<file path="src/vsmc_pkg.sv">
// Purpose: Constants for the VMEbus slave location-window and config-cycle decoder
// Assumes: One 250 MHz clock, active-low asynchronous reset
// Notes:   Register indices, field positions and reset values are gathered here
package vsmc_pkg;

    // Local register port indices
    localparam logic       REG_IDX_CTL  = 1'b0;
    localparam logic       REG_IDX_BASE = 1'b1;

    // location_window_control fields
    localparam int         CTL_EN_BIT   = 31;
    localparam int         CTL_PGM_LSB  = 22;
    localparam int         CTL_SUP_LSB  = 20;
    localparam int         CTL_VAS_LSB  = 16;
    localparam int         CTL_LAST_LSB = 0;
    localparam logic [31:0] CTL_WR_MASK = 32'h80ff_0000;
    localparam logic [31:0] CTL_RESET   = 32'h0000_0000;

    // location_window_base field, window_base_field occupies [31:12]
    localparam int         BASE_LSB     = 12;
    localparam logic [31:0] BASE_WR_MASK = 32'hffff_f000;
    localparam logic [31:0] BASE_RESET   = 32'h0000_0000;

    // vme_space_select encodings
    localparam logic [3:0] VAS_A16      = 4'h0;
    localparam logic [3:0] VAS_A24      = 4'h1;
    localparam logic [3:0] VAS_A32      = 4'h2;

    // Address modifier space groups (bits 5:3) and cycle kinds (bits 1:0)
    localparam logic [2:0] AM_GRP_A32   = 3'h1;
    localparam logic [2:0] AM_GRP_A16   = 3'h5;
    localparam logic [2:0] AM_GRP_A24   = 3'h7;
    localparam logic [1:0] AM_KIND_DATA = 2'h1;
    localparam logic [1:0] AM_KIND_PGM  = 2'h2;

    // Compare masks over window_base_field for each space
    localparam logic [19:0] MASK_A32    = 20'hfffff;
    localparam logic [19:0] MASK_A24    = 20'h00fff;
    localparam logic [19:0] MASK_A16    = 20'h0000f;

    // Highest device select with a defined one-hot line
    localparam int         DEV_SEL_MAX  = 20;
    localparam logic [1:0] CFG_TYPE0    = 2'h0;
    localparam logic [1:0] CFG_TYPE1    = 2'h1;

    localparam int         SYNC_W       = 41;

    typedef enum logic [1:0] {
        ST_IDLE   = 2'b00,
        ST_DECODE = 2'b01,
        ST_CFG    = 2'b10,
        ST_HOLD   = 2'b11
    } vsmc_state_t;

endpackage : vsmc_pkg
</file>
<file path="src/vsmc_decode.sv">
// Purpose: Decode VMEbus slave cycles for the location window and config-space images
// Assumes: VMEbus pins arrive asynchronously; image match and offsets come from local logic
// Notes:   Location window data is never stored or driven; config cycles go out as requests
`timescale 1ns/10ps
`default_nettype none

module vsmc_decode
    import vsmc_pkg::*;
(
    input  wire logic        ref_clk,
    input  wire logic        rstn,
    // VMEbus slave pins
    input  wire logic [31:0] vme_address_lines,
    input  wire logic [5:0]  vme_am,
    input  wire logic        vme_as_n,
    input  wire logic        vme_ds_n,
    input  wire logic        vme_write_n,
    output logic             vme_dtack_oe,
    // Local state
    input  wire logic        own_master_busy,
    input  wire logic        image_hit,
    input  wire logic        local_space_select,
    input  wire logic [31:0] slave_image_translation_offset,
    input  wire logic [7:0]  bus_number,
    // Register port
    input  wire logic        reg_wr,
    input  wire logic        reg_idx,
    input  wire logic [31:0] reg_wdata,
    output logic [31:0]      reg_rdata,
    // Interrupt and config request outputs, and the config acknowledge input
    output logic [3:0]       lm_irq,
    output logic             cfg_req,
    input  wire logic        cfg_ack,
    output logic [31:0]      cfg_addr,
    output logic             cfg_type1,
    output logic             cfg_write
);

    logic [SYNC_W-1:0] sync1_q;
    logic [SYNC_W-1:0] sync2_q;
    logic [31:0]       addr_s;
    logic [5:0]        am_s;
    logic              as_n_s;
    logic              ds_n_s;
    logic              write_n_s;
    vsmc_state_t       state_q;
    logic [31:0]       ctl_q;
    logic [31:0]       base_q;
    logic [2:0]        last_q;
    logic [19:0]       cmp_mask;
    logic              space_ok;
    logic              am_ok;
    logic              am_block;
    logic              base_ok;
    logic              lm_hit;
    logic              cfg_hit;
    logic [31:0]       cfg_sum;
    logic [20:0]       dev_onehot;
    logic [31:0]       type0_addr;
    logic [31:0]       cfg_addr_d;

    // Every pin passes two flops; only the second stage is read
    always_ff @(posedge ref_clk or negedge rstn) begin
        if (!rstn) begin
            sync1_q <= '1;
            sync2_q <= '1;
        end else begin
            sync1_q <= {vme_address_lines, vme_am, vme_as_n, vme_ds_n, vme_write_n};
            sync2_q <= sync1_q;
        end
    end

    assign addr_s    = sync2_q[40:9];
    assign am_s      = sync2_q[8:3];
    assign as_n_s    = sync2_q[2];
    assign ds_n_s    = sync2_q[1];
    assign write_n_s = sync2_q[0];

    // Single shared copy serves all four monitors
    always_ff @(posedge ref_clk or negedge rstn) begin
        if (!rstn) begin
            ctl_q  <= CTL_RESET;
            base_q <= BASE_RESET;
        end else if (reg_wr) begin
            if (reg_idx == REG_IDX_CTL) begin
                ctl_q  <= reg_wdata & CTL_WR_MASK;
            end else begin
                base_q <= reg_wdata & BASE_WR_MASK;
            end
        end
    end

    // Control readback also shows the last monitor fired
    always_ff @(posedge ref_clk or negedge rstn) begin
        if (!rstn) begin
            reg_rdata <= 32'h0000_0000;
        end else if (reg_idx == REG_IDX_CTL) begin
            reg_rdata <= ctl_q | {29'h0000_0000, last_q};
        end else begin
            reg_rdata <= base_q;
        end
    end

    // Space and AM qualification for the location window
    always_comb begin
        cmp_mask = MASK_A32;
        space_ok = 1'b0;
        case (ctl_q[CTL_VAS_LSB +: 4])
            VAS_A16: begin
                cmp_mask = MASK_A16;
                space_ok = (am_s[5:3] == AM_GRP_A16);
            end
            VAS_A24: begin
                cmp_mask = MASK_A24;
                space_ok = (am_s[5:3] == AM_GRP_A24);
            end
            VAS_A32: begin
                cmp_mask = MASK_A32;
                space_ok = (am_s[5:3] == AM_GRP_A32);
            end
            default: begin
                cmp_mask = MASK_A32;
                space_ok = 1'b0;
            end
        endcase
    end

    // A16 has no block modes, so no AM kind is refused as block there
    assign am_block = (am_s[1:0] != AM_KIND_DATA) && (am_s[1:0] != AM_KIND_PGM)
                      && (am_s[5:3] != AM_GRP_A16);
    assign am_ok    = ((am_s[1:0] == AM_KIND_PGM) ? ctl_q[CTL_PGM_LSB + 1]
                                                  : ctl_q[CTL_PGM_LSB])
                      && (am_s[2] ? ctl_q[CTL_SUP_LSB + 1] : ctl_q[CTL_SUP_LSB]);
    assign base_ok  = ((addr_s[31:BASE_LSB] ^ base_q[31:BASE_LSB]) & cmp_mask) == 20'h00000;
    assign lm_hit   = ctl_q[CTL_EN_BIT] && space_ok && am_ok && !am_block && base_ok;

    // Config path; space and cycle-type legality is left to software and masters
    assign cfg_hit  = image_hit && local_space_select;
    assign cfg_sum  = addr_s + slave_image_translation_offset;

    genvar gi;
    generate
        for (gi = 0; gi <= DEV_SEL_MAX; gi++) begin : g_devsel
            assign dev_onehot[gi] = (cfg_sum[15:11] == 5'(gi));
        end
    endgenerate

    assign type0_addr = {dev_onehot, cfg_sum[10:2], CFG_TYPE0};
    assign cfg_addr_d = (addr_s[23:16] == bus_number) ? type0_addr
                      : {cfg_sum[31:2], CFG_TYPE1};

    // Cycle sequencer
    always_ff @(posedge ref_clk or negedge rstn) begin
        if (!rstn) begin
            state_q <= ST_IDLE;
        end else begin
            case (state_q)
                ST_IDLE: begin
                    if (!as_n_s && !ds_n_s) begin
                        state_q <= ST_DECODE;
                    end
                end
                ST_DECODE: begin
                    state_q <= (cfg_hit && !lm_hit) ? ST_CFG : ST_HOLD;
                end
                ST_CFG: begin
                    if (cfg_ack) begin
                        state_q <= ST_HOLD;
                    end
                end
                ST_HOLD: begin
                    if (as_n_s) begin
                        state_q <= ST_IDLE;
                    end
                end
                default: begin
                    state_q <= ST_IDLE;
                end
            endcase
        end
    end

    // One interrupt pulse per window access; data is never latched
    generate
        for (gi = 0; gi < 4; gi++) begin : g_mon
            always_ff @(posedge ref_clk or negedge rstn) begin
                if (!rstn) begin
                    lm_irq[gi] <= 1'b0;
                end else begin
                    lm_irq[gi] <= (state_q == ST_DECODE) && lm_hit
                                  && (addr_s[4:3] == 2'(gi));
                end
            end
        end
    endgenerate

    always_ff @(posedge ref_clk or negedge rstn) begin
        if (!rstn) begin
            last_q <= 3'h0;
        end else if ((state_q == ST_DECODE) && lm_hit) begin
            last_q <= {1'b1, addr_s[4:3]};
        end
    end

    // Acknowledge our own window cycle and every completed config cycle, so a lone bridge cannot hang
    always_ff @(posedge ref_clk or negedge rstn) begin
        if (!rstn) begin
            vme_dtack_oe <= 1'b0;
        end else if (state_q == ST_DECODE) begin
            vme_dtack_oe <= lm_hit && own_master_busy;
        end else if ((state_q == ST_CFG) && cfg_ack) begin
            vme_dtack_oe <= 1'b1;
        end else if ((state_q == ST_HOLD) && as_n_s) begin
            vme_dtack_oe <= 1'b0;
        end
    end

    always_ff @(posedge ref_clk or negedge rstn) begin
        if (!rstn) begin
            cfg_req   <= 1'b0;
            cfg_addr  <= 32'h0000_0000;
            cfg_type1 <= 1'b0;
            cfg_write <= 1'b0;
        end else if ((state_q == ST_DECODE) && cfg_hit && !lm_hit) begin
            cfg_req   <= 1'b1;
            cfg_addr  <= cfg_addr_d;
            cfg_type1 <= (addr_s[23:16] != bus_number);
            cfg_write <= !write_n_s;
        end else if (cfg_ack) begin
            cfg_req   <= 1'b0;
        end
    end
endmodule : vsmc_decode

`default_nettype wire

</file>
<file path="config.mk">
export PLATFORM = sky130hd
export DESIGN_NAME = vsmc_decode
export DESIGN_NICKNAME = d
export VERILOG_FILES = /design/src/vsmc_pkg.sv /design/src/vsmc_decode.sv
export SDC_FILE = /design/constraint.sdc
export NUM_CORES = 1
export LEC_CHECK = 0
export BUFFER_PORTS_ARGS = -buffer_cell sky130_fd_sc_hd__buf_2
export CAP_MARGIN = 20
export CORE_UTILIZATION = 49
export CTS_CLUSTER_SIZE = 8
export DETAILED_ROUTE_END_ITERATION = 10
export GPL_TIMING_DRIVEN = 0
export PLACE_DENSITY = 0.79
export SYNTH_ARGS = -nofsm -noshare
export SYNTH_HDL_FRONTEND = slang
export SYNTH_SLANG_ARGS = --single-unit
</file>
<file path="constraint.sdc">
create_clock -name ref_clk -period 2.9 [get_ports ref_clk]
set_input_delay 0.145 -clock ref_clk [delete_from_list [all_inputs] [get_ports ref_clk]]
set_output_delay 0.145 -clock ref_clk [all_outputs]
set_load 0.01 [all_outputs]
</file>
==> metrics.txt <==
die area=17,210 sq um; largest net degree at the start of global routing=106; Cells after Synth=670; met1 GRT Util=32.52%; drt total wl=21,910 microns; peak supply drop=0.4823 mV; commonest register cell after synthesis=dfrtp_1; Chip Width=131.2 microns; Worst R2R Setup Slack=-0.09 ns; WL per Instance=18.70 microns; fin cells=1,172; CTS tree=yes; CTS Buf Count=17; setup slack after layout=-0.08941 ns; f_max=334.5 MHz; TritonRoute pass-1 iters=5; Critical Path RT=3.24 ns; pre-CTS setup slack=-0.1305 ns; Final period util=103.1%; EDFF count, synth=0; Placed Area=9366 sq um; M2 GR Usage=40.57%; crit path launch type=register; global placement routability congestion=0.9029; Post-Syn Area=8179 sq um; Overflow after GRT=0; H-tree Lvls=4; antenna violations before repair=1; fillers=1,164; vias=6,274; post-route ant nets=0; cell row count=46; Slew HR=52.93%; Clock Latency Late Sink=0.43 ns; layout cell share with drive strength beyond 1=42.68%; Port Buffers=169; GR Util met3=6.327%; Initial Utilization=50.75%; Crit Path Max Fanout=4; synth-to-layout area growth=34.01%; root buffer cell=clkbuf_16; clk sinks=177; Detailed Place HPWL=14,200 microns; IO Pins=193; Max clock buf depth=2; number of synthesized register bits=177; setup violators final=7; status=finished, violations left; failing checks=negative setup slack; final-report hold violation count=0; Finished Cell Area=10,960 sq um; ANT cells=0; YS warnings=0; clk slew on worst S/H paths=0.07 ns; Mean Syn Cell Area=12.21 sq um; leakage=4.990 nW; CP Capture Type=register; # placed instances=1,065; PD cells=676.7 nW/um^2; DRT iter0 DRCs=367; Final min period=2.989 ns; routed vias/inst=5.353; vias in the first global route=6,347; Die H=131.2 microns; crit path DAT=3.33 ns; core box area=16,120 sq um; total negative setup slack=-0.2347 ns; layer carrying the most global-route usage=met2; Synth cell types=76; Seq/Total Area, Yosys=55.41%; Tot GR Track Use=25.23%; max cap viols=0; Nets=1,100; first-pass GRT wire length=33,470 microns; drc violations=0; ys async rst share=100.0%; unrepaired setup endpoints after global routing=yes; final number of max-transition violations=0; Worst Tran Pin Value=0.7061 ns; Worst Hold Slack=0.1245 ns; Layout Skew=0.01423 ns; min-delay worst type=input pin to register; crit path kind=register to register
==> final timing paths <==
kind                            depth (start not counted)           end          startpoint
worst max register to register                         10  cfg_addr[28]         sync2_q[11]
worst max-delay path                                   10  cfg_addr[28]         sync2_q[11]
worst min register to register                          0   sync2_q[32]         sync1_q[32]
min in group asynchronous                               2  cfg_addr[11]                rstn
max in group asynchronous                               3    sync1_q[4]                rstn
worst min-delay path                                    4    state_q[0]  local_space_select
==> sequential cells by signal (all words and copies together), names as in the netlist <==
signal	cells
sync1_q	41
sync2_q	41
cfg_addr	31
reg_rdata	23
base_q	20
ctl_q	9
lm_irq	4
last_q	3
state_q	2
cfg_req	1
cfg_write	1
vme_dtack_oe	1
==> synth_stat cells, types with 3 or more instances <==
cell type / instances / share of area (%)
xor2_1: 23 / 2.5
and2_1: 13 / 0.99
nand2_1: 47 / 2.2
ha_1: 36 / 5.5
a21oi_1: 21 / 1.3
a21o_1: 20 / 1.8
nor4_1: 7 / 0.54
o31ai_1: 5 / 0.46
and3_1: 4 / 0.31
dfrtp_1: 95 / 29
a21oi_2: 5 / 0.54
nor2b_1: 5 / 0.38
nor3_1: 6 / 0.37
a22oi_1: 8 / 0.73
o211ai_1: 5 / 0.46
mux2i_1: 3 / 0.37
nand3_1: 17 / 1.0
a211oi_1: 4 / 0.37
dfstp_2: 82 / 26
and4_1: 3 / 0.32
nor2_1: 25 / 1.1
o21ai_1: 7 / 0.43
buf_4: 12 / 1.1
nand4_1: 8 / 0.61
a31oi_1: 7 / 0.54
a2bb2oi_1: 4 / 0.43
clkbuf_1: 11 / 0.50
buf_2: 5 / 0.31
o21ai_0: 33 / 2.0
mux2_2: 42 / 5.8
xnor2_1: 33 / 3.5
inv_1: 17 / 0.78
==> cells in the final DEF, fill, tap and decap left out, types with 4 or more instances in the layout <==
cell             n
inv_6            4
nand3_1         14
o21ai_0         32
a2bb2oi_1        4
dfrtp_1         95
o21ai_1          7
a21oi_2          5
and2_1          13
a31oi_1          7
o211ai_1         5
xnor2_2          4
xor2_1          23
o31ai_1          5
ha_4             6
a22oi_1          8
and3_1           4
clkbuf_1        11
mux2_2          41
a21oi_1         18
nor3_1           5
a21o_1          20
nand3_2          4
clkbuf_16       17
nor4_1           7
xnor2_1         29
dlygate4sd3_1   64
nor2b_1          5
dfstp_2         82
inv_1           17
nand4_1          8
nor2_1          25
conb_1          10
buf_4           23
ha_1            29
buf_2          169
nand2_1         47
==> repair_timing <==
item | in CTS | in global routing
cloned | 0 | 0
buffers inserted | 3 | 8
pin swaps | 4 | 17
hold buffers | 64 | 0
gates resized for setup | 8 | 36
setup endpoints to repair | 6 | 30
endpoints found under the hold margin | 110 | 0
==> metal layers <==
layer  vias to the layer above  share of wire [%]
met4                         2                2.9
met5                         -              0.050
met2                       245                 49
met1                      3047                 42
li1                       2937                  -
met3                        43                5.9
==> cell families (layout without fill, tap and decap cells) <==
kind of cell	count (synthesis)	count (layout)	synth area share, %
AO/OA/AOI/OAI	155	155	13.60
flip-flops	177	177	55.41
multiplexers	45	45	6.150
buffers and inverters	47	324	2.968
AND/OR/NAND/NOR	150	150	9.454
other	1	10	0.04585
XOR/XNOR	59	59	6.869
adder cells (fa/ha/maj)	36	36	5.507
==> cell type report <==
| cell class | instances | area, sq um | area share [%] |
|---|---|---|---|
| well taps | 216 | 270.3 | 2.466 |
| flip-flops and latches | 177 | 4532 | 41.35 |
| inverters | 17 | 63.81 | 0.5822 |
| repair buffers | 245 | 1619 | 14.77 |
| plain buffers | 30 | 188.9 | 1.724 |
| clock buffers | 18 | 439.2 | 4.007 |
| clock inverters | 14 | 153.9 | 1.404 |
| multi-input cells | 455 | 3694 | 33.70 |
==> stage by stage <==
| stage | utilization [%] | power [mW] |
|---|---|---|
| 2_1_floorplan | - | 4.231 |
| 6_report | 68.01 | 7.417 |
| 3_3_place_gp | 57.89 | 4.852 |
| 5_1_grt | 68.01 | 7.771 |
| 3_5_place_dp | 58.12 | 4.915 |
| 4_1_cts | 66.36 | 7.335 |
==> critical path: stages, from the launching register on <==
cell and delay [ns]:
dfstp_2 0.55, ha_4 0.16, nand4_1 0.24, a211oi_4 0.42
o311ai_4 0.16, buf_12 0.17, o221ai_4 0.26, xnor2_4 0.16
nand3_2 0.09, or4_4 0.50, o221ai_2 0.18
==> power by group <==
part           internal [mW]  leakage, nW  total (mW)  switching, mW
combinational          0.905         2.67        1.95           1.04
sequential              2.91         2.04        3.16          0.254
clock                   1.30        0.284        2.31           1.01
total                   5.11         4.99        7.42           2.30
No activity file was read; power rests on OpenSTA's default activity.
